### src/design/ctc_pkg.sv
// constants and types shared by the camera trigger conditioner files
package ctc_pkg;
   localparam int CLK_PERIOD_NS = 10;
   localparam int US_NS         = 1000;
   localparam int US_CYCLES     = US_NS / CLK_PERIOD_NS;
   localparam int PRE_W         = 7;
   localparam logic [PRE_W-1:0] US_LAST = PRE_W'(US_CYCLES - 1);
   localparam int US_W          = 20;
   localparam int BURST_W       = 10;
   localparam int QUEUE_DEPTH   = 3;
   localparam int QPTR_W        = 2;
   localparam int CTRL_W        = 10;
   localparam logic [BURST_W-1:0] BURST_MIN     = 10'h001;
   localparam logic [BURST_W-1:0] BURST_RST     = 10'h001;
   localparam logic [US_W-1:0]    FILTER_MAX_US = 20'hF4240;
   localparam logic [US_W-1:0]    FRAME_US_RST  = 20'h0000A;
   localparam logic [CTRL_W-1:0]  CTRL_RST      = 10'h000;
   // register byte offsets
   localparam logic [7:0] ADDR_CTRL   = 8'h00;
   localparam logic [7:0] ADDR_BURST  = 8'h04;
   localparam logic [7:0] ADDR_DELAY  = 8'h08;
   localparam logic [7:0] ADDR_FILTER = 8'h0C;
   localparam logic [7:0] ADDR_SWTRIG = 8'h10;
   localparam logic [7:0] ADDR_STATUS = 8'h14;
   localparam logic [7:0] ADDR_FRAME  = 8'h18;
   // control field positions
   localparam int CTRL_MODE_BIT  = 0;
   localparam int CTRL_QUEUE_BIT = 1;
   localparam int CTRL_SRC_LSB   = 2;
   localparam int CTRL_ACT_LSB   = 4;
   localparam int CTRL_LSEL_BIT  = 7;
   localparam int CTRL_DIR_LSB   = 8;
   localparam int SWTRIG_BIT     = 0;
   typedef enum logic [1:0] {SRC_SW, SRC_LINE, SRC_CNT, SRC_ANY} ctc_src_e;
   typedef enum logic [2:0] {ACT_RISE, ACT_FALL, ACT_HIGH, ACT_LOW, ACT_ANY} ctc_act_e;
endpackage

### src/design/ctc_seq_if.sv
// link between trigger control and the exposure sequencer
`timescale 1ns/1ps
interface ctc_seq_if import ctc_pkg::*; ();
   logic               start;
   logic               hold;
   logic               us_tick;
   logic [BURST_W-1:0] frames;
   logic [US_W-1:0]    frame_us;
   logic               expose;
   logic               frame_done;
   logic               burst_done;
   modport ctrl (output start, hold, us_tick, frames, frame_us,
                 input  expose, frame_done, burst_done);
   modport seq  (input  start, hold, us_tick, frames, frame_us,
                 output expose, frame_done, burst_done);
endinterface

### src/design/ctc_top.sv
// camera trigger conditioner: APB registers, sources, filter, delay and queue
`timescale 1ns/1ps
module ctc_top import ctc_pkg::*; #(
   parameter int LINES  = 2,
   parameter int ADDR_W = 8
) (
   input  wire logic              core_clk,
   input  wire logic              sys_rst,
   input  wire logic              psel,
   input  wire logic              penable,
   input  wire logic              pwrite,
   input  wire logic [ADDR_W-1:0] paddr,
   input  wire logic [31:0]       pwdata,
   output logic [31:0]            prdata,
   output logic                   pready,
   output logic                   pslverr,
   input  wire logic [LINES-1:0]  line_in,
   output logic [LINES-1:0]       line_out,
   output logic [LINES-1:0]       line_oe,
   input  wire logic              cnt_trig,
   output logic                   expose_o,
   output logic                   frame_done_o,
   output logic                   burst_done_o
);
   ctc_seq_if sq ();

   logic [CTRL_W-1:0]  ctrl_q;
   logic [CTRL_W-1:0]  ctrl_d;
   logic [BURST_W-1:0] burst_q;
   logic [BURST_W-1:0] burst_d;
   logic [US_W-1:0]    delay_q;
   logic [US_W-1:0]    delay_d;
   logic [US_W-1:0]    filter_q;
   logic [US_W-1:0]    filter_d;
   logic [US_W-1:0]    frame_q;
   logic [US_W-1:0]    frame_d;
   logic               sw_q;
   logic               sw_d;
   logic [31:0]        prdata_q;
   logic [31:0]        prdata_d;
   logic               pready_q;
   logic               pready_d;
   logic               pslverr_q;
   logic               pslverr_d;
   logic [7:0]         addr;
   logic               wr_en;

   // fields of the control word
   logic               mode_on;
   logic               queue_en;
   ctc_src_e           src;
   ctc_act_e           act;
   logic               line_sel;
   logic [LINES-1:0]   dir_out;

   assign addr     = paddr[7:0];
   assign wr_en    = psel & penable & pready_q & pwrite;
   assign mode_on  = ctrl_q[CTRL_MODE_BIT];
   assign queue_en = ctrl_q[CTRL_QUEUE_BIT];
   assign src      = ctc_src_e'(ctrl_q[CTRL_SRC_LSB +: 2]);
   assign act      = ctc_act_e'(ctrl_q[CTRL_ACT_LSB +: 3]);
   assign line_sel = ctrl_q[CTRL_LSEL_BIT];
   assign dir_out  = ctrl_q[CTRL_DIR_LSB +: LINES];

   function automatic logic reg_known(input logic [7:0] a);
      case (a)
         ADDR_CTRL, ADDR_BURST, ADDR_DELAY, ADDR_FILTER,
         ADDR_SWTRIG, ADDR_STATUS, ADDR_FRAME: reg_known = 1'b1;
         default:                              reg_known = 1'b0;
      endcase
   endfunction

   // refused values are answered with pslverr and leave the register as it was
   function automatic logic wr_ok(input logic [7:0] a, input logic [31:0] d);
      case (a)
         ADDR_CTRL:   wr_ok = (d[CTRL_ACT_LSB +: 3] <= ACT_ANY);
         ADDR_BURST:  wr_ok = (d[31:BURST_W] == '0) && (d[BURST_W-1:0] != '0);
         ADDR_FILTER: wr_ok = (d[31:US_W] == '0) && (d[US_W-1:0] <= FILTER_MAX_US);
         ADDR_STATUS: wr_ok = 1'b0;
         default:     wr_ok = 1'b1;
      endcase
   endfunction

   // queue state, read back through status
   logic [QPTR_W-1:0] qcnt_q;
   logic [QPTR_W:0]   total;

   always_comb
   begin
      ctrl_d    = ctrl_q;
      burst_d   = burst_q;
      delay_d   = delay_q;
      filter_d  = filter_q;
      frame_d   = frame_q;
      sw_d      = 1'b0;
      pready_d  = psel & ~penable;
      pslverr_d = 1'b0;
      prdata_d  = 32'h0000_0000;
      if (psel && !penable)
      begin
         pslverr_d = ~reg_known(addr) | (pwrite & ~wr_ok(addr, pwdata));
         if (!pwrite)
            case (addr)
               ADDR_CTRL:   prdata_d[CTRL_W-1:0]  = ctrl_q;
               ADDR_BURST:  prdata_d[BURST_W-1:0] = burst_q;
               ADDR_DELAY:  prdata_d[US_W-1:0]    = delay_q;
               ADDR_FILTER: prdata_d[US_W-1:0]    = filter_q;
               ADDR_STATUS: prdata_d[4:0] = {total, sq.expose, burst_q == BURST_MIN};
               ADDR_FRAME:  prdata_d[US_W-1:0]    = frame_q;
               default:     prdata_d = 32'h0000_0000;
            endcase
      end
      if (wr_en && !pslverr_q)
         case (addr)
            ADDR_CTRL:   ctrl_d   = pwdata[CTRL_W-1:0];
            ADDR_BURST:  burst_d  = pwdata[BURST_W-1:0];
            ADDR_DELAY:  delay_d  = pwdata[US_W-1:0];
            ADDR_FILTER: filter_d = pwdata[US_W-1:0];
            ADDR_SWTRIG: sw_d     = pwdata[SWTRIG_BIT];
            ADDR_FRAME:  frame_d  = pwdata[US_W-1:0];
            default:     ctrl_d   = ctrl_q;
         endcase
   end

   always_ff @(posedge core_clk)
   begin
      if (sys_rst)
      begin
         ctrl_q    <= CTRL_RST;
         burst_q   <= BURST_RST;
         delay_q   <= '0;
         filter_q  <= '0;
         frame_q   <= FRAME_US_RST;
         sw_q      <= 1'b0;
         prdata_q  <= 32'h0000_0000;
         pready_q  <= 1'b0;
         pslverr_q <= 1'b0;
      end
      else
      begin
         ctrl_q    <= ctrl_d;
         burst_q   <= burst_d;
         delay_q   <= delay_d;
         filter_q  <= filter_d;
         frame_q   <= frame_d;
         sw_q      <= sw_d;
         prdata_q  <= prdata_d;
         pready_q  <= pready_d;
         pslverr_q <= pslverr_d;
      end
   end

   // microsecond timebase
   logic [PRE_W-1:0] pre_q;
   logic [PRE_W-1:0] pre_d;
   logic             tick_q;
   logic             tick_d;

   always_comb
   begin
      tick_d = (pre_q == US_LAST);
      pre_d  = tick_d ? '0 : PRE_W'(pre_q + 1'b1);
   end

   always_ff @(posedge core_clk)
   begin
      if (sys_rst)
      begin
         pre_q  <= '0;
         tick_q <= 1'b0;
      end
      else
      begin
         pre_q  <= pre_d;
         tick_q <= tick_d;
      end
   end

   // line filters, ahead of any edge or level decision
   logic [LINES-1:0] filt_lvl;

   for (genvar i = 0; i < LINES; i++)
   begin : g_filt
      ctc_glitch u_filt (
         .core_clk (core_clk),
         .sys_rst  (sys_rst),
         .us_tick  (tick_q),
         .raw      (line_in[i]),
         .filt_us  (filter_q),
         .level    (filt_lvl[i])
      );
   end

   // trigger sources and activation
   logic prev_q;
   logic sel_lvl;
   logic line_ok;
   logic line_pulse;
   logic level_on;
   logic trig;
   logic hold;

   always_comb
   begin
      sel_lvl = filt_lvl[line_sel];
      // a line set as strobe output never triggers
      line_ok = mode_on & ~dir_out[line_sel]
                & ((src == SRC_LINE) | (src == SRC_ANY));
      case (act)
         ACT_RISE: line_pulse = sel_lvl & ~prev_q;
         ACT_FALL: line_pulse = ~sel_lvl & prev_q;
         ACT_ANY:  line_pulse = sel_lvl ^ prev_q;
         default:  line_pulse = 1'b0;
      endcase
      case (act)
         ACT_HIGH: level_on = sel_lvl;
         ACT_LOW:  level_on = ~sel_lvl;
         default:  level_on = 1'b0;
      endcase
      // software and counter pulses bypass filter and activation
      trig = mode_on & ((sw_q & ((src == SRC_SW) | (src == SRC_ANY)))
                      | (cnt_trig & ((src == SRC_CNT) | (src == SRC_ANY)))
                      | (line_ok & line_pulse));
      hold = ~mode_on | (line_ok & level_on);
   end

   always_ff @(posedge core_clk)
   begin
      if (sys_rst)
         prev_q <= 1'b0;
      else
         prev_q <= sel_lvl;
   end

   // delay and queue: a nonzero slot counts one extra tick, so no delay runs short, except the all-ones delay, which gets no extra tick
   function automatic logic [QPTR_W-1:0] ptr_next(input logic [QPTR_W-1:0] p);
      ptr_next = (p == QPTR_W'(QUEUE_DEPTH - 1)) ? '0 : QPTR_W'(p + 1'b1);
   endfunction

   logic [US_W-1:0]   slot_q [QUEUE_DEPTH];
   logic [US_W-1:0]   slot_d [QUEUE_DEPTH];
   logic [QPTR_W-1:0] wr_q;
   logic [QPTR_W-1:0] wr_d;
   logic [QPTR_W-1:0] rd_q;
   logic [QPTR_W-1:0] rd_d;
   logic [QPTR_W-1:0] qcnt_d;
   logic              start_q;
   logic              start_d;
   logic              accept;
   logic              pop;

   always_comb
   begin
      // a burst counts as running from its start pulse onward
      total  = {1'b0, qcnt_q} + {{QPTR_W{1'b0}}, sq.expose | start_q};
      accept = trig & (queue_en ? (total < (QPTR_W+1)'(QUEUE_DEPTH))
                                : (total == '0));
      // head only, and only once the previous burst has ended
      pop    = mode_on & (qcnt_q != '0) & (slot_q[rd_q] == '0)
               & ~sq.expose & ~start_q;
      start_d = pop;
      wr_d    = accept ? ptr_next(wr_q) : wr_q;
      rd_d    = pop ? ptr_next(rd_q) : rd_q;
      qcnt_d  = QPTR_W'(qcnt_q + accept - pop);
      if (!mode_on)
      begin
         wr_d   = '0;
         rd_d   = '0;
         qcnt_d = '0;
      end
   end

   for (genvar i = 0; i < QUEUE_DEPTH; i++)
   begin : g_slot
      always_comb
      begin
         if (accept && (wr_q == QPTR_W'(i)))
            slot_d[i] = (delay_q == '0 || &delay_q) ? delay_q : US_W'(delay_q + 1'b1);
         else if (tick_q && (slot_q[i] != '0))
            slot_d[i] = US_W'(slot_q[i] - 1'b1);
         else
            slot_d[i] = slot_q[i];
      end

      always_ff @(posedge core_clk)
      begin
         if (sys_rst)
            slot_q[i] <= '0;
         else
            slot_q[i] <= slot_d[i];
      end
   end

   always_ff @(posedge core_clk)
   begin
      if (sys_rst)
      begin
         wr_q    <= '0;
         rd_q    <= '0;
         qcnt_q  <= '0;
         start_q <= 1'b0;
      end
      else
      begin
         wr_q    <= wr_d;
         rd_q    <= rd_d;
         qcnt_q  <= qcnt_d;
         start_q <= start_d;
      end
   end

   // exposure sequencer
   assign sq.start    = start_q;
   assign sq.hold     = hold;
   assign sq.us_tick  = tick_q;
   assign sq.frames   = burst_q;
   assign sq.frame_us = frame_q;

   ctc_seq u_seq (
      .core_clk (core_clk),
      .sys_rst  (sys_rst),
      .sq       (sq)
   );

   // line pins: strobe lines show the exposure window
   logic [LINES-1:0] line_out_q;
   logic [LINES-1:0] line_out_d;
   logic [LINES-1:0] line_oe_q;
   logic [LINES-1:0] line_oe_d;

   always_comb
   begin
      line_oe_d  = dir_out;
      line_out_d = dir_out & {LINES{sq.expose}};
   end

   always_ff @(posedge core_clk)
   begin
      if (sys_rst)
      begin
         line_out_q <= '0;
         line_oe_q  <= '0;
      end
      else
      begin
         line_out_q <= line_out_d;
         line_oe_q  <= line_oe_d;
      end
   end

   assign line_out     = line_out_q;
   assign line_oe      = line_oe_q;
   assign prdata       = prdata_q;
   assign pready       = pready_q;
   assign pslverr      = pslverr_q;
   assign expose_o     = sq.expose;
   assign frame_done_o = sq.frame_done;
   assign burst_done_o = sq.burst_done;
endmodule

### src/design/ctc_glitch.sv
// line glitch filter: a level change must persist for the filter time
`timescale 1ns/1ps
module ctc_glitch import ctc_pkg::*; (
   input  wire logic            core_clk,
   input  wire logic            sys_rst,
   input  wire logic            us_tick,
   input  wire logic            raw,
   input  wire logic [US_W-1:0] filt_us,
   output logic                 level
);
   logic [US_W-1:0] cnt_q;
   logic [US_W-1:0] cnt_d;
   logic            level_q;
   logic            level_d;

   always_comb
   begin
      cnt_d   = cnt_q;
      level_d = level_q;
      if (raw == level_q)
         cnt_d = '0;
      else if (cnt_q >= filt_us)
      begin
         level_d = raw;
         cnt_d   = '0;
      end
      else if (us_tick)
         cnt_d = US_W'(cnt_q + 1'b1);
   end

   always_ff @(posedge core_clk)
   begin
      if (sys_rst)
      begin
         cnt_q   <= '0;
         level_q <= 1'b0;
      end
      else
      begin
         cnt_q   <= cnt_d;
         level_q <= level_d;
      end
   end

   assign level = level_q;
endmodule

### src/design/ctc_seq.sv
// exposure sequencer: runs bursts of frames or free-runs while held
`timescale 1ns/1ps
module ctc_seq import ctc_pkg::*; (
   input  wire logic core_clk,
   input  wire logic sys_rst,
   ctc_seq_if.seq    sq
);
   typedef enum logic {SQ_IDLE, SQ_FRAME} ctc_sq_e;

   ctc_sq_e            st_q;
   ctc_sq_e            st_d;
   logic [BURST_W-1:0] left_q;
   logic [BURST_W-1:0] left_d;
   logic [US_W-1:0]    us_q;
   logic [US_W-1:0]    us_d;
   logic               burst_q;
   logic               burst_d;
   logic               done_q;
   logic               done_d;
   logic               bdone_q;
   logic               bdone_d;
   logic               exp_q;

   always_comb
   begin
      st_d    = st_q;
      left_d  = left_q;
      us_d    = us_q;
      burst_d = burst_q;
      done_d  = 1'b0;
      bdone_d = 1'b0;
      case (st_q)
         SQ_IDLE:
            if (sq.start || sq.hold)
            begin
               st_d    = SQ_FRAME;
               left_d  = sq.start ? sq.frames : BURST_MIN;
               burst_d = sq.start;
               us_d    = '0;
            end
         SQ_FRAME:
            if (sq.us_tick)
            begin
               // a zero frame time still gives one microsecond per frame
               if (US_W'(us_q + 1'b1) >= sq.frame_us)
               begin
                  done_d = 1'b1;
                  us_d   = '0;
                  if (left_q > BURST_MIN)
                     left_d = BURST_W'(left_q - 1'b1);
                  else if (sq.hold)
                  begin
                     left_d  = BURST_MIN;
                     burst_d = 1'b0;
                  end
                  else
                  begin
                     st_d    = SQ_IDLE;
                     bdone_d = burst_q;
                  end
               end
               else
                  us_d = US_W'(us_q + 1'b1);
            end
         default:
            st_d = SQ_IDLE;
      endcase
   end

   always_ff @(posedge core_clk)
   begin
      if (sys_rst)
      begin
         st_q    <= SQ_IDLE;
         left_q  <= BURST_MIN;
         us_q    <= '0;
         burst_q <= 1'b0;
         done_q  <= 1'b0;
         bdone_q <= 1'b0;
         exp_q   <= 1'b0;
      end
      else
      begin
         st_q    <= st_d;
         left_q  <= left_d;
         us_q    <= us_d;
         burst_q <= burst_d;
         done_q  <= done_d;
         bdone_q <= bdone_d;
         exp_q   <= (st_d == SQ_FRAME);
      end
   end

   assign sq.expose     = exp_q;
   assign sq.frame_done = done_q;
   assign sq.burst_done = bdone_q;
endmodule

### config.mk
export PLATFORM = sky130hd
export DESIGN_NAME = ctc_top
export DESIGN_NICKNAME = d
export VERILOG_FILES = /design/src/design/ctc_pkg.sv /design/src/design/ctc_seq_if.sv /design/src/design/ctc_top.sv /design/src/design/ctc_glitch.sv /design/src/design/ctc_seq.sv
export SDC_FILE = /design/constraint.sdc
export NUM_CORES = 1
export LEC_CHECK = 0
export ABC_AREA = 1
export BUFFER_PORTS_ARGS = -buffer_cell sky130_fd_sc_hd__clkbuf_2
export CAP_MARGIN = 20
export CORE_ASPECT_RATIO = 1.5
export CORE_MARGIN = 4
export CORE_UTILIZATION = 45
export DETAILED_ROUTE_END_ITERATION = 12
export GPL_TIMING_DRIVEN = 0
export SLEW_MARGIN = 20
export SYNTH_ARGS = -nofsm -noshare
export SYNTH_HDL_FRONTEND = slang
export SYNTH_SLANG_ARGS = --single-unit
### constraint.sdc
create_clock -name core_clk -period 2.72 [get_ports core_clk]
set_input_delay 0.136 -clock core_clk [delete_from_list [all_inputs] [get_ports core_clk]]
set_output_delay 0.136 -clock core_clk [all_outputs]
set_load 0.05 [all_outputs]
# Word-level counts from Yosys, hierarchy flattened
# Memory sizes are Yosys's and may differ from the RTL's. A register that Yosys moved wholly into a read port is not among the register bits.
# Index checks and enable logic that the tools add are counted.
[totals]
out_inout_bits = 41
ramBits = 60
inputBits = 48
elab_cells = 229
register_bits = 211
mem_count = 1
[memory_table]
columns = ["name", "words", "word_bits", "read_ports", "rd_ports_with_merged_regs", "write_ports", "line_no", "rtl"]
rows = [
  ["slot_q", 3, 20, 4, 1, 3, "ctc_top.sv:240", "logic [US_W-1:0] slot_q [QUEUE_DEPTH];"],
]
[classes]
bitwise_logic = 48
n_lt_le_gt_ge = 8
muxes = 55
n_addsub = 14
reduce_logical = 49
n_eq_ne = 25
[ops]
columns = ["op", "n"]
rows = [
  ["20-bit two-way mux", 13],
  ["20-bit by 1-bit adder with 20-bit output (second input constant)", 4],
  ["20-bit greater-or-equal comparator", 3],
  ["10-bit two-way mux", 6],
  ["20-bit nonzero test", 3],
  ["20-bit by 1-bit subtractor with 20-bit output (second input constant)", 3],
  ["20-bit zero test", 2],
  ["20-bit case mux with 2 select lines", 1],
  ["10-bit case mux with 3 select lines", 1],
  ["5-bit case mux with 6 select lines", 1],
  ["5-bit case mux with 5 select lines", 1],
  ["8-bit by 5-bit == test with 1-bit output (second input constant)", 3],
  ["22-bit zero test", 1],
  ["1-bit two-way mux", 22],
  ["20-bit less-or-equal comparator (second input constant)", 1],
  ["10-bit case mux with 2 select lines", 1],
  ["20-bit AND reduction", 1],
  ["1-bit AND", 19],
  ["8-bit by 4-bit == test with 1-bit output (second input constant)", 2],
  ["1-bit NOT", 16],
  ["2-bit AND reduction", 8],
  ["3-bit OR reduction", 5],
  ["12-bit zero test", 1],
  ["1-bit bitwise OR", 11],
  ["40 further kinds", 70],
]

# Longest topological paths before layout
# Gate-level depths: netlist of the first run.
[logic_depth]
depth_word = 12
ltp_mapped = 21
depth_no_buf = 21

# Hierarchy
# A second synthesis of the first run with hierarchy kept.
[unflattened]
hier_cells = 2473
area_unflattened_um2 = 16271.9
[modules_own_cells]
columns = ["module", "seq_area_each_um2", "cells_each", "instances", "area_per_inst_um2"]
rows = [
  ["ctc_top", 3703.6, 1574, 1, 10288.6],
  ["ctc_glitch", 420.4, 229, 2, 1605.3],
  ["ctc_seq", 680.7, 441, 1, 2772.7],
]

# Worst setup path before layout of the first run
# No wires, ideal clock.
[synth_timing]
path_kind = "register to register"
from = "register, netlist name u_seq.st_q"
to = "register qcnt_q[1]"
arrival_time_ps = 3051
path_stages_with_launch = 16
setup_slack_ps = -401
setup_ps = 70
required_time_ps = 2650
path_cell_list = "dfxtp_1 clkbuf_1 nor2_1 inv_1 ha_1 ha_1 a21oi_1 o21ai_0 nor2_2 nand2_1 ha_1 inv_1 ha_1 xnor2_1 or2_2 a21oi_1"
[synth_lines]
columns = ["element", "line_no", "rtl"]
rows = [
  ["end signal, assigned", "ctc_top.sv:307", "qcnt_q <= qcnt_d;"],
  ["end, declared", "ctc_top.sv:85", "logic [QPTR_W-1:0] qcnt_q;"],
]

# Worst setup path in the final report of the first run
[layout_timing]
from = "register u_seq.us_q[3]"
to = "register u_seq.us_q[10]"
[layout_between]
elab_chain_cells = 5
[layout_rtl]
columns = ["element", "line_no", "rtl"]
rows = [
  ["start, declared", "ctc_seq.sv:14", "logic [US_W-1:0] us_q;"],
  ["start signal, assigned", "ctc_seq.sv:86", "us_q <= us_d;"],
  ["20-bit by 1-bit adder with 20-bit output (*)", "ctc_seq.sv:45, ctc_seq.sv:63", ""],
  ["20-bit greater-or-equal comparator", "ctc_seq.sv:45", "if (US_W'(us_q + 1'b1) >= sq.frame_us)"],
  ["20-bit two-way mux (*)", "ctc_seq.sv:45", ""],
  ["20-bit two-way mux (*)", "ctc_seq.sv:42", "if (sq.us_tick)"],
  ["20-bit case mux with 2 select lines (*)", "ctc_seq.sv:32", "case (st_q)"],
]
# Every way passes the cells marked *; elsewhere a longest branch is shown, timed or not. The select of a mux whose other input is x is not followed.
# A chain may end at the register's enable or synchronous reset.

==> Flow_metrics.wiki, run 1 <==
{| class="wikitable"
! Metric !! Value
|-
| Outcome || finished, violations left
|-
| Failing checks || setup timing
|-
| Path length in cells of the critical path || 14
|-
| Library cell appearing most often on the critical path || sky130_fd_sc_hd__a21oi_2
|-
| Floorplan die height || 235 um
|-
| Part of the total power dissipated in combinational logic || 5.3%
|-
| Endpoint arrival time on the critical path || 3.37 ns
|-
| Leading cell type in the layout, fill and taps excluded || sky130_fd_sc_hd__nand2_1
|-
| Largest incremental delay on the critical path || about 0.37 ns
|-
| Post-Syn Area || ~16,000 um2
|-
| Port-buffer cells || 75
|-
| Amount of wire on met3 after detailed routing || roughly 2200 um
|-
| Clock transition at the register clock pins on the worst setup and hold paths after CTS || 0.07 ns
|-
| Number of synthesized flops with an enable pin || 0
|-
| Clock insertion delay at the later pin of the skew report || 0.58 ns
|-
| Startpoint of the most critical register-to-register path || u_seq.us_q[3]$_SDFFE_PP0P_
|-
| Share of the clock period used by the worst path after layout || 106%
|-
| Slowest cell on crit path || sky130_fd_sc_hd__dfxtp_4
|-
| Worst Hold Depth || 3
|-
| Layout-stage area growth over the synthesis result || 19.3%
|-
| Cell leakage power || between 8 and 9 nW
|-
| Residual DRC || 0
|-
| Total track usage || a little over a quarter
|-
| Post-synthesis share of cell area spent on xor and xnor gates || under 10%
|-
| Path type of the worst min-delay path || in -> reg
|-
| CP startpoint || u_seq.us_q[3]$_SDFFE_PP0P_
|-
| Number of nets in the layout || 2,611
|-
| Number of pins exceeding their max-slew limit in the final report || 0
|-
| Core Box Area || ~34,000 um2
|-
| Top fanout value on the critical path || 5
|-
| Aggregate global routing overflow || 0
|-
| Total length of routed met2 wires || 28,100 um
|-
| Total power divided by cell area || roughly 460 nW/um2
|-
| Via count || approximately 16,000
|-
| Switching power of the nets || slightly above 2 mW
|-
| Final WL || approximately 53,000 um
|-
| Number of diodes added for antenna fixing || 0
|-
| Critical path's top delay family || simple AND/OR/NAND/NOR gates
|-
| Post-synth top area cell || sky130_fd_sc_hd__dfxtp_1
|-
| Routed wire per std cell || roughly 18 um
|-
| I/O pin cnt || 89
|-
| Actual slew at the worst max-slew pin || between 0.8 and 0.9 ns
|-
| First-pass detailed-route iteration total || 5
|-
| Max Root-Sink Buffers || 3
|-
| Vias in the first global route || about 15,000
|-
| Type of the setup path with the least slack || reg -> reg
|-
| Mean number of vias per cell || roughly 5.4
|-
| Compound-cell area share of the yosys netlist || 15.1%
|-
| Detailed router's first-iteration violation count || 855
|-
| Starting density of the core || between 40 and 50%
|-
| Fmax || approximately 0.35 GHz
|-
| Die Area || between 30,000 and 40,000 um2
|-
| Number of synthesized register bits || about 260
|-
| Tmin final || ~2.9 ns
|-
| Cell internal power dissipation || approximately 6.4 mW
|-
| Area share of the largest cell type after synthesis || between 30% and 40%
|-
| Cell variety after synth || between 50 and 60
|-
| Max Clock Skew || 0.0179 ns
|-
| Main combinational cell family by area after synthesis || simple AND/OR/NAND/NOR gates
|-
| Share of final-layout standard cells stronger than drive strength 1 || approximately 14%
|-
| Async set-or-reset flop fraction in the synthesized netlist || 0%
|-
| Worst vdd rail ir drop || 0.471 mV
|-
| Top library cells by usage in the layout, fill and taps aside || sky130_fd_sc_hd__nand2_1 (483), sky130_fd_sc_hd__nor2_1 (279), sky130_fd_sc_hd__inv_1 (265)
|-
| Clock network fraction of total power || 49.4%
|-
| Final worst slack || -0.157 ns
|-
| Data required time of the worst path || 3.22 ns
|-
| Portion of the post-synthesis area used by sequential elements || roughly 34%
|-
| Number of hold violations in the final report || 0
|-
| Number of clock sinks seen by CTS || 261
|-
| Inserted Clock Buffers || 28
|-
| Number of cells traversed by the worst register-to-register path || 14
|-
| Unrepaired setup endpoints after global routing || true
|-
| Cells after synthesis || about 2,300
|-
| Top metal layer carrying routed signals || met4
|-
| Maximum number of pins on one net before global-route repair || 16
|-
| Yosys warning count || 0
|-
| Endpoint class of the critical path || flip-flop
|-
| Maximum capacitance violations || 0
|-
| Relative contribution of sequential cells to total power || a little under half
|-
| ANT nets after route || 0
|-
| Routability congestion estimate from global placement || about 0.96
|-
| Top cells by area in the synthesized netlist || sky130_fd_sc_hd__dfxtp_1 (34%), sky130_fd_sc_hd__nand2_1 (12%), sky130_fd_sc_hd__nor2_1 (7.0%), sky130_fd_sc_hd__inv_1 (6.6%), sky130_fd_sc_hd__ha_1 (6.5%)
|-
| Detailed placement HPWL || 40,700 um
|-
| Worst Path Buf+Inv || 2
|-
| Root buf cell || sky130_fd_sc_hd__clkbuf_16
|-
| Count of H-tree levels built during CTS || 1
|-
| Synth Area per Inst || 6.72 um2
|-
| Final setup violating endpoints || 29
|-
| Sw Ratio || roughly a quarter
|-
| Category of the worst setup path launch point || flip-flop
|-
| Startpoint of the lowest-slack hold path || pwdata[9]
|-
| Antenna violations before repair || 0
|-
| Adder-cell area share of the yosys netlist || 6.45%
|-
| Routed length on met1 || ~20,000 um
|-
| Critical path, cell by cell || inv_4 > nor3_4 > nand2_2 > nor3b_4 > xor2_2 > ha_4 > a21oi_2 > nand2_2 > a21oi_2 > nand4_1 > nor2_4 > buf_6 > nand2_1 > a21oi_2
|-
| Tot Pwr || roughly 8.5 mW
|-
| Site Rows || slightly above 80
|-
| Worst slew margin || 42.4%
|-
| Die W || 160 um
|-
| CTS tree || yes
|-
| Most instantiated flip-flop cell in the synthesis netlist || sky130_fd_sc_hd__dfxtp_1
|-
| Wire length of the first global-routing pass || a little over 80,000 um
|-
| Proportion of synthesized area in mux cells || less than 1%
|-
| Simple-gate area share of the yosys netlist || between 20% and 30%
|-
| Final standard cell utilization of the core || roughly 54%
|}
[power groups by stage]
stage                     sequential, mW  combinational (mW)  clock [mW]
after floorplan                     3.95               0.241           0
after global placement              3.94               0.391           0
after detailed placement            3.94               0.395           0
after CTS                           3.86               0.435        4.29
after global routing                3.85               0.492        4.41
final                               3.85               0.453        4.21
[tightest hold or removal path: cells and delay by family]
family	cells	cell delay (ns)
buffers and inverters	1	0.21
and+or+nand+nor	2	0.20
[sequential cells by signal, summed over array words and instances (netlist names), 2 cells and up, named ones only]
| signal | cells |
|---|---|
| frame_q | 20 |
| prdata | 20 |
| qcnt_q | 2 |
| wr_q | 2 |
| ctrl_q | 10 |
| g_filt.u_filt.level | 2 |
| line_oe | 2 |
| rd_q | 2 |
| pre_q | 7 |
| delay_q | 20 |
| u_seq.left_q | 10 |
| filter_q | 20 |
| g_filt.u_filt.cnt_q | 40 |
| u_seq.us_q | 20 |
| line_out | 2 |
| burst_q | 10 |
| slot_q | 60 |
[cell usage after synthesis (6+ instances only)]
cell / n
sky130_fd_sc_hd__o22ai_1: 17
sky130_fd_sc_hd__nand4_1: 41
sky130_fd_sc_hd__or2_2: 6
sky130_fd_sc_hd__clkbuf_1: 41
sky130_fd_sc_hd__nand3_2: 8
sky130_fd_sc_hd__o21ai_0: 173
sky130_fd_sc_hd__o21a_1: 7
sky130_fd_sc_hd__xor2_1: 66
sky130_fd_sc_hd__ha_1: 80
sky130_fd_sc_hd__buf_4: 16
sky130_fd_sc_hd__buf_2: 12
sky130_fd_sc_hd__a31oi_1: 18
sky130_fd_sc_hd__a21oi_1: 198
sky130_fd_sc_hd__nor3_1: 46
sky130_fd_sc_hd__xnor2_1: 39
sky130_fd_sc_hd__nor2_2: 12
sky130_fd_sc_hd__o21ai_1: 9
sky130_fd_sc_hd__buf_6: 6
sky130_fd_sc_hd__nand2_1: 506
sky130_fd_sc_hd__inv_2: 10
sky130_fd_sc_hd__inv_1: 274
sky130_fd_sc_hd__nand3_1: 113
sky130_fd_sc_hd__dfxtp_1: 261
sky130_fd_sc_hd__nor2_1: 290
[metrics by stage]
step	area, um2	hold WS (ns)	worst slack [ns]	TNS, ns	cells
6_report	18500	0.0235	-0.157	-3.48	2929
5_1_grt	18500	0.00926	-0.314	-8.23	2929
4_1_cts	18100	0.00544	-0.0978	-1.61	2912
3_5_place_dp	16500	0.439	-0.904	-24.82	2820
3_3_place_gp	16500	0.430	-0.921	-25.13	2820
2_1_floorplan	15600	0.262	-0.0118	-0.0118	2320
[timing repair]
action	in CTS	in global routing
setup buffers	13	18
endpoints found under the hold margin	76	0
pin swaps	16	35
cloned	2	1
gates resized for setup	49	81
setup endpoints to repair	38	70
hold buffers	27	0
[path summary, 6_finish.rpt]
path	endpoint	slack, ns
worst max-delay path	u_seq.us_q[10]$_SDFFE_PP0P_	-0.16
worst min-delay path	delay_q[9]$_SDFFE_PP0P_	0.02
worst max register to register	u_seq.us_q[10]$_SDFFE_PP0P_	-0.16
worst min register to register	pre_q[0]$_SDFF_PP0_	0.44
[logic make-up after synthesis]
family	count (synthesis)
simple gates	1052
compound gates	443
buf+inv	365
flops	261
xor+xnor	105
fa+ha+maj	80
mux	2
other cells	1
[area by class of cell]
class	instances	area [um2]
Tap cell	425	532
Sequential cell	261	5270
Multi-Input combinational cell	1696	9310
Inverter	287	1090
Clock inverter	18	249
Clock buffer	33	749
Fill cell	3402	15700
Buffer	76	408
Timing Repair Buffer	133	897
[layer usage]
layer | track usage [%] | vias to the layer above
met5 | 0 | -
met4 | 12.8 | 0
met3 | 2.36 | 133
met2 | 51.2 | 417
met1 | 29.8 | 7329
li1 | - | 7839
(Power assumes the default switching activity.)
==> inputs of run 2 (changes only) <==
--- a/config.mk
+++ b/config.mk
@@ -5,7 +5,6 @@
 export SDC_FILE = /design/constraint.sdc
 export NUM_CORES = 1
 export LEC_CHECK = 0
-export ABC_AREA = 1
 export BUFFER_PORTS_ARGS = -buffer_cell sky130_fd_sc_hd__clkbuf_2
 export CAP_MARGIN = 20
 export CORE_ASPECT_RATIO = 1.5
==> Flow_metrics.wiki, run 2 <==
{| class="wikitable"
! Metric !! Value
|-
| Routed wire per std cell || 20.4 um (was 18.1 um)
|-
| Number of clock sinks seen by CTS || 261 (unchanged)
|-
| Failing checks || setup timing (unchanged)
|-
| Number of hold violations in the final report || 0 (unchanged)
|-
| Share of the clock period used by the worst path after layout || 124% (was 106%)
|-
| I/O pin cnt || 89 (unchanged)
|-
| Routability congestion estimate from global placement || 0.892 (was 0.963)
|-
| Outcome || finished, violations left (unchanged)
|-
| Data required time of the worst path || 3.20 ns (was 3.22 ns)
|-
| Fmax || 0.296 GHz (was 0.348 GHz)
|-
| Path type of the worst min-delay path || in -> reg (unchanged)
|-
| Clock insertion delay at the later pin of the skew report || 0.56 ns (was 0.58 ns)
|-
| Top fanout value on the critical path || 5 (unchanged)
|-
| Cell leakage power || 7.06 nW (was 8.11 nW)
|-
| Via count || 13,700 (was 15,700)
|-
| Post-place instance area || 15,400 um2 (was 16,500 um2)
|-
| Share of final-layout standard cells stronger than drive strength 1 || 22.6% (was 14.2%)
|-
| Count of H-tree levels built during CTS || 1 (unchanged)
|-
| Number of diodes added for antenna fixing || 0 (unchanged)
|-
| Endpoint arrival time on the critical path || 3.86 ns (was 3.37 ns)
|-
| Cell variety after synth || 69 (was 55)
|-
| Most instantiated flip-flop cell in the synthesis netlist || sky130_fd_sc_hd__dfxtp_1 (unchanged)
|-
| Site Rows || 80 (was 83)
|-
| Post-synth top area cell || sky130_fd_sc_hd__dfxtp_1 (unchanged)
|-
| Area share of the largest cell type after synthesis || 36.2% (was 33.7%)
|-
| Leading cell type in the layout, fill and taps excluded || sky130_fd_sc_hd__dfxtp_1 (was sky130_fd_sc_hd__nand2_1)
|-
| Clock transition at the register clock pins on the worst setup and hold paths after CTS || 0.06 ns (was 0.07 ns)
|-
| Top reg by flops || slot_q (unchanged)
|-
| Number of synthesized register bits || 261 (unchanged)
|-
| Maximum capacitance violations || 0 (unchanged)
|-
| Final setup violating endpoints || 64 (was 29)
|-
| Async set-or-reset flop fraction in the synthesized netlist || 0% (unchanged)
|-
| Cells after synthesis || 1,714 (was 2,309)
|-
| Top library cells by usage in the layout, fill and taps aside || sky130_fd_sc_hd__dfxtp_1 (243), sky130_fd_sc_hd__nor2_1 (200), sky130_fd_sc_hd__nand2_1 (131) (was sky130_fd_sc_hd__nand2_1 (483), sky130_fd_sc_hd__nor2_1 (279), sky130_fd_sc_hd__inv_1 (265))
|-
| Portion of the post-synthesis area used by sequential elements || 36.2% (was 33.7%)
|-
| Mean number of vias per cell || 5.80 (was 5.37)
|-
| Worst vdd rail ir drop || 0.441 mV (was 0.471 mV)
|-
| Port-buffer cells || 73 (was 75)
|-
| Die Area || 35,000 um2 (was 37,600 um2)
|-
| Flip-flop count of the largest register, all copies and words added || 60 (unchanged)
|-
| Final worst slack || -0.658 ns (was -0.157 ns)
|-
| Type of the setup path with the least slack || reg -> reg (unchanged)
|-
| Total power divided by cell area || 460 nW/um2 (about the same)
|-
| Max Clock Skew || 0.0149 ns (was 0.0179 ns)
|-
| Aggregate global routing overflow || 0 (unchanged)
|-
| Residual DRC || 0 (unchanged)
|-
| First-pass detailed-route iteration total || 5 (unchanged)
|-
| Die W || 154 um (was 160 um)
|-
| Core Box Area || 31,700 um2 (was 34,200 um2)
|-
| Category of the worst setup path launch point || flip-flop (unchanged)
|-
| Post-Place Cells || 2,208 (was 2,820)
|-
| Maximum number of pins on one net before global-route repair || 14 (was 16)
|-
| Layout-stage area growth over the synthesis result || 28.8% (was 19.3%)
|-
| Floorplan die height || 227 um (was 235 um)
|-
| CTS tree || yes (unchanged)
|-
| Yosys warning count || 0 (unchanged)
|-
| Number of pins exceeding their max-slew limit in the final report || 0 (unchanged)
|-
| Detailed placement HPWL || 33,700 um (was 40,700 um)
|-
| Detailed router's first-iteration violation count || 753 (was 855)
|-
| Inserted Clock Buffers || 28 (unchanged)
|-
| Synth top cells by count || sky130_fd_sc_hd__dfxtp_1 (261), sky130_fd_sc_hd__nor2_1 (208), sky130_fd_sc_hd__nand2_1 (132) (was sky130_fd_sc_hd__nand2_1 (506), sky130_fd_sc_hd__nor2_1 (290), sky130_fd_sc_hd__inv_1 (274))
|-
| Synth Area per Inst || 8.42 um2 (was 6.72 um2)
|-
| Actual slew at the worst max-slew pin || 1.14 ns (was 0.865 ns)
|-
| Worst slew margin || 23.7% (was 42.4%)
|-
| Vias in the first global route || 13,300 (was 15,100)
|-
| Starting density of the core || 45.5% (was 45.4%)
|-
| Unrepaired setup endpoints after global routing || true (unchanged)
|-
| ANT nets after route || 0 (unchanged)
|-
| Max Root-Sink Buffers || 3 (unchanged)
|-
| Tmin final || 3.38 ns (was 2.88 ns)
|-
| Endpoint class of the critical path || flip-flop (unchanged)
|-
| Non-filler cells in the finished layout || 2,359 (was 2,929)
|-
| Antenna violations before repair || 0 (unchanged)
|-
| Design area || 18,600 um2 (was 18,500 um2)
|-
| Cell with the most instances after synthesis || sky130_fd_sc_hd__dfxtp_1 (was sky130_fd_sc_hd__nand2_1)
|-
| Wire length of the first global-routing pass || 73,200 um (was 81,700 um)
|-
| Tot Pwr || 8.54 mW (was 8.51 mW)
|-
| Total track usage || 26.0% (was 26.9%)
|-
| Final WL || 48,000 um (was 53,100 um)
|-
| Largest registers || slot_q (60), g_filt.u_filt.cnt_q (40) (unchanged)
|-
| Root buf cell || sky130_fd_sc_hd__clkbuf_16 (unchanged)
|-
| Post-Syn Area || 14,400 um2 (was 15,500 um2)
|-
| Top cells by area in the synthesized netlist || sky130_fd_sc_hd__dfxtp_1 (36%), sky130_fd_sc_hd__ha_1 (6.9%), sky130_fd_sc_hd__nor2_1 (5.4%), sky130_fd_sc_hd__mux2i_1 (5.1%), sky130_fd_sc_hd__xnor2_1 (4.6%) (was sky130_fd_sc_hd__dfxtp_1 (34%), sky130_fd_sc_hd__nand2_1 (12%), sky130_fd_sc_hd__nor2_1 (7.0%), sky130_fd_sc_hd__inv_1 (6.6%), sky130_fd_sc_hd__ha_1 (6.5%))
|-
| Number of synthesized flops with an enable pin || 0 (unchanged)
|-
| Number of nets in the layout || 2,056 (was 2,611)
|}
## run 2: logic make-up (layout without fill, tap and decap cells)
kind of cell               after synthesis  count (layout)  synth area share, %
muxes                                   85              85                 6.00
and+or+nand+nor                        642             642                 21.8
AOI/OAI and AO/OA                      355             355                 17.0
xor gates and xnor gates               117             117                 7.10
DFF                                    261             261                 36.2
other                                    1              12               0.0260
adders and majority gates               81              81                 7.01
buffers and inverters                  172             396                 4.93
## run 2: worst paths after layout
path,startpoint,end,slack (ns),cells after the start
setup / recovery,u_seq.us_q[0]$_SDFFE_PP0P_,u_seq.us_q[17]$_SDFFE_PP0P_,-0.66,14
hold / removal,paddr[6],sw_q$_SDFF_PP0_,0.04,4
setup reg to reg,u_seq.us_q[0]$_SDFFE_PP0P_,u_seq.us_q[17]$_SDFFE_PP0P_,-0.66,14
hold reg to reg,pre_q[0]$_SDFF_PP0_,pre_q[0]$_SDFF_PP0_,0.47,1
## run 2: repair_timing
item,4_1_cts,5_1_grt
resized for setup,142,180
hold buffers,25,0
gates cloned,5,6
buffers inserted,39,35
endpoints found under the hold margin,67,0
pin swaps,40,83
setup endpoints to repair,98,98
## run 2: cell type report
cell class / instances / area, um2
plain buffers: 94 / 532
clock buffers: 38 / 830
clock inverters: 13 / 195
fillers: 2767 / 13200
inverters: 72 / 270
multi-input cells: 1292 / 9590
flip-flops and latches: 261 / 5280
well taps: 410 / 513
repair buffers: 179 / 1370
## run 2: per-stage QoR
step	hold slack, ns	worst slack [ns]	util [%]	setup TNS (ns)
after detailed placement	0.398	-1.07	48.7	-67.90
after global routing	0.0473	-0.791	58.5	-28.50
after floorplan	0.255	-0.373	-	-8.34
after global placement	0.397	-1.07	48.7	-64.58
final	0.0391	-0.658	58.5	-21.87
after CTS	0.0101	-0.672	55.7	-22.46
## run 2: power by group
group / internal [mW] / leakage, nW / switching (mW)
Clock: 2.60 / 0.504 / 1.66
Sequential: 3.82 / 2.12 / 0.0153
Combinational: 0.137 / 4.44 / 0.297
## run 2: per-layer routing
| layer | track usage (%) | wire length (um) | vias up |
|---|---|---|---|
| met3 | 2.87 | 2280 | 120 |
| met1 | 30.3 | 19000 | 6610 |
| met5 | 0 | 0 | - |
| met2 | 46.9 | 24200 | 414 |
| li1 | - | - | 6537 |
| met4 | 13.3 | 2620 | 0 |
## run 2: worst max-delay path, cell delays in order (launching register included)
cell,delay [ns]
sky130_fd_sc_hd__dfxtp_4,0.37
sky130_fd_sc_hd__and3_4,0.19
sky130_fd_sc_hd__and3_4,0.21
sky130_fd_sc_hd__and3_4,0.19
sky130_fd_sc_hd__buf_8,0.12
sky130_fd_sc_hd__nand3_4,0.09
sky130_fd_sc_hd__xnor2_2,0.16
sky130_fd_sc_hd__ha_1,0.33
sky130_fd_sc_hd__nand4_1,0.19
sky130_fd_sc_hd__nor4_2,0.07
sky130_fd_sc_hd__buf_4,0.15
sky130_fd_sc_hd__o2bb2ai_4,0.12
sky130_fd_sc_hd__or3_4,0.42
sky130_fd_sc_hd__or4_1,0.52
sky130_fd_sc_hd__a31oi_1,0.16
==> inputs of run 3 (changes only) <==
==> constraint.sdc (replaced) <==
create_clock -name core_clk -period 3.83 [get_ports core_clk]
set_input_delay 0.1915 -clock core_clk [delete_from_list [all_inputs] [get_ports core_clk]]
set_output_delay 0.1915 -clock core_clk [all_outputs]
set_load 0.05 [all_outputs]
==> Flow_metrics.wiki, run 3 (synthesis results as in run 2) <==
{| class="wikitable"
! Metric !! Value
|-
| Largest registers || slot_q (60), g_filt.u_filt.cnt_q (40) (unchanged)
|-
| Detailed placement HPWL || 33,800 um (was 33,700 um)
|-
| Number of hold violations in the final report || 0 (unchanged)
|-
| Top reg by flops || slot_q (unchanged)
|-
| Largest incremental delay on the critical path || 0.50 ns (was 0.52 ns)
|-
| Design area || 16,500 um2 (was 18,600 um2)
|-
| Data required time of the worst path || 4.29 ns (was 3.20 ns)
|-
| Number of diodes added for antenna fixing || 0 (unchanged)
|-
| Detailed router's first-iteration violation count || 761 (was 753)
|-
| Port-buffer cells || 73 (unchanged)
|-
| Antenna violations before repair || 1 (was 0)
|-
| Fmax || 0.276 GHz (was 0.296 GHz)
|-
| Site Rows || 80 (unchanged)
|-
| Share of final-layout standard cells stronger than drive strength 1 || 9.89% (was 22.6%)
|-
| ANT nets after route || 0 (unchanged)
|-
| Maximum capacitance violations || 0 (unchanged)
|-
| Mean number of vias per cell || 5.77 (was 5.80)
|-
| Outcome || finished, final reports clean (was finished, violations left)
|-
| Final WL || 44,600 um (was 48,000 um)
|-
| Die W || 154 um (unchanged)
|-
| Inserted Clock Buffers || 27 (was 28)
|-
| Root buf cell || sky130_fd_sc_hd__clkbuf_16 (unchanged)
|-
| Cell internal power dissipation || 4.33 mW (was 6.56 mW)
|-
| Worst hold slack || 0.0269 ns (was 0.0391 ns)
|-
| Tmin final || 3.62 ns (was 3.38 ns)
|-
| Die Area || 35,000 um2 (unchanged)
|-
| Slowest cell on crit path || sky130_fd_sc_hd__or4_1 (unchanged)
|-
| Clock network fraction of total power || 46.7% (was 49.9%)
|-
| Floorplan die height || 227 um (unchanged)
|-
| Total track usage || 24.7% (was 26.0%)
|-
| Core Box Area || 31,700 um2 (unchanged)
|-
| Worst Hold Depth || 3 (was 4)
|-
| Leading cell type in the layout, fill and taps excluded || sky130_fd_sc_hd__dfxtp_1 (unchanged)
|-
| Category of the worst setup path launch point || flip-flop (unchanged)
|-
| Clock insertion delay at the later pin of the skew report || 0.55 ns (was 0.56 ns)
|-
| Part of the total power dissipated in combinational logic || 4.8% (was 5.1%)
|-
| Worst slew margin || 28.8% (was 23.7%)
|-
| Cell leakage power || 6.26 nW (was 7.06 nW)
|-
| Number of nets in the layout || 1,971 (was 2,056)
|-
| Non-filler cells in the finished layout || 2,270 (was 2,359)
|-
| Wire length of the first global-routing pass || 69,100 um (was 73,200 um)
|-
| Share of the clock period used by the worst path after layout || 94.6% (was 124%)
|-
| Switching power of the nets || 1.31 mW (was 1.98 mW)
|-
| Top fanout value on the critical path || 6 (was 5)
|-
| Starting density of the core || 45.5% (unchanged)
|-
| I/O pin cnt || 89 (unchanged)
|-
| Via count || 13,100 (was 13,700)
|-
| Final setup violating endpoints || 0 (was 64)
|-
| Aggregate global routing overflow || 0 (unchanged)
|-
| Number of clock sinks seen by CTS || 261 (unchanged)
|-
| Max Root-Sink Buffers || 3 (unchanged)
|-
| Sw Ratio || 23.3% (was 23.1%)
|-
| Post-place instance area || 15,300 um2 (was 15,400 um2)
|-
| CTS tree || yes (unchanged)
|-
| Critical path, cell by cell || ha_1 > and4_2 > and4_2 > nand3_1 > xnor2_2 > ha_1 > nand4_1 > nor4_2 > a32o_2 > or3_4 > or4_1 > a31oi_1 (was and3_4 > and3_4 > and3_4 > buf_8 > nand3_4 > xnor2_2 > ha_1 > nand4_1 > nor4_2 > buf_4 > o2bb2ai_4 > or3_4 > or4_1 > a31oi_1)
|-
| Routability congestion estimate from global placement || 0.925 (was 0.892)
|-
| Residual DRC || 0 (unchanged)
|-
| Final TNS setup || 0 ns (was -21.87 ns)
|-
| Path length in cells of the critical path || 12 (was 14)
|-
| First-pass detailed-route iteration total || 5 (unchanged)
|-
| Critical path's top delay family || simple AND/OR/NAND/NOR gates (unchanged)
|-
| Total power divided by cell area || 343 nW/um2 (was 460 nW/um2)
|-
| Worst vdd rail ir drop || 0.320 mV (was 0.441 mV)
|-
| Max Clock Skew || 0.0125 ns (was 0.0149 ns)
|-
| Vias in the first global route || 12,700 (was 13,300)
|-
| Count of H-tree levels built during CTS || 1 (unchanged)
|-
| Top library cells by usage in the layout, fill and taps aside || sky130_fd_sc_hd__dfxtp_1 (261), sky130_fd_sc_hd__nor2_1 (208), sky130_fd_sc_hd__nand2_1 (132) (was sky130_fd_sc_hd__dfxtp_1 (243), sky130_fd_sc_hd__nor2_1 (200), sky130_fd_sc_hd__nand2_1 (131))
|-
| Flip-flop count of the largest register, all copies and words added || 60 (unchanged)
|-
| Routed wire per std cell || 19.6 um (was 20.4 um)
|-
| Endpoint arrival time on the critical path || 4.09 ns (was 3.86 ns)
|-
| Maximum number of pins on one net before global-route repair || 14 (unchanged)
|-
| Endpoint class of the critical path || flip-flop (unchanged)
|-
| Clock transition at the register clock pins on the worst setup and hold paths after CTS || 0.06 ns (about the same)
|-
| Type of the setup path with the least slack || reg -> reg (unchanged)
|-
| Path type of the worst min-delay path || in -> reg (unchanged)
|-
| Post-Place Cells || 2,208 (unchanged)
|-
| Relative contribution of sequential cells to total power || 48.5% (was 45.0%)
|-
| Layout-stage area growth over the synthesis result || 14.1% (was 28.8%)
|-
| Actual slew at the worst max-slew pin || 1.05 ns (was 1.14 ns)
|-
| Number of pins exceeding their max-slew limit in the final report || 0 (unchanged)
|-
| Number of cells traversed by the worst register-to-register path || 12 (was 14)
|-
| Worst Path Buf+Inv || 0 (was 2)
|}
==> run 3: routing by layer <==
metal | track usage, % | part of all wire, % | up-vias
met1 | 28.2 | 39 | 6181
met3 | 3.42 | 5.3 | 140
met2 | 44.1 | 49 | 411
li1 | - | - | 6377
met5 | 0 | 0 | -
met4 | 13.9 | 6.2 | 0
==> run 3: worst paths after layout <==
| path | startpoint | to | slack (ns) |
|---|---|---|---|
| max reg2reg | u_seq.us_q[0]$_SDFFE_PP0P_ | u_seq.us_q[13]$_SDFFE_PP0P_ | 0.21 |
| min | pwdata[9] | frame_q[9]$_SDFFE_PP0P_ | 0.03 |
| min reg2reg | pre_q[0]$_SDFF_PP0_ | pre_q[0]$_SDFF_PP0_ | 0.46 |
| max | u_seq.us_q[0]$_SDFFE_PP0P_ | u_seq.us_q[13]$_SDFFE_PP0P_ | 0.21 |
==> run 3: final cells by class <==
cell class | instances | area, um2
Tap cell | 410 | 513
Timing Repair Buffer | 91 | 546
Inverter | 72 | 270
Buffer | 98 | 437
Fill cell | 3068 | 15300
Clock inverter | 9 | 104
Sequential cell | 261 | 5230
Multi-Input combinational cell | 1292 | 8600
Clock buffer | 37 | 763
==> run 3: worst reg2reg max path, delay by kind of cell, from the launching register on <==
family	cells	cell delay [ns]
flip-flops	1	0.42
XOR/XNOR	1	0.18
adder cells (fa/ha/maj)	2	0.55
AND/OR/NAND/NOR	7	1.93
AO/OA/AOI/OAI	2	0.46
==> run 3: stage by stage <==
step / util (%) / power (mW) / setup slack (ns)
after floorplan: - / 2.94 / 0.578
after global placement: 48.4 / 3.05 / -0.320
after detailed placement: 48.4 / 3.05 / -0.350
after CTS: 51.8 / 5.69 / 0.0108
after global routing: 51.9 / 5.81 / -0.0157
final: 51.9 / 5.64 / 0.205
==> run 3: repair_timing <==
action                                  CTS  global route
buffers inserted                          0             0
resized for setup                         8             9
endpoints found under the hold margin    31             0
pin swaps                                 0             1
endpoints found under the setup margin   31            33
hold buffers                             18             0
==> run 3: power groups by stage <==
stage	clock [mW]	combinational, mW	sequential [mW]
global route	2.78	0.290	2.73
detailed placement	0	0.254	2.80
finish	2.63	0.272	2.74
floorplan	0	0.141	2.80
global placement	0	0.252	2.80
CTS	2.69	0.270	2.73
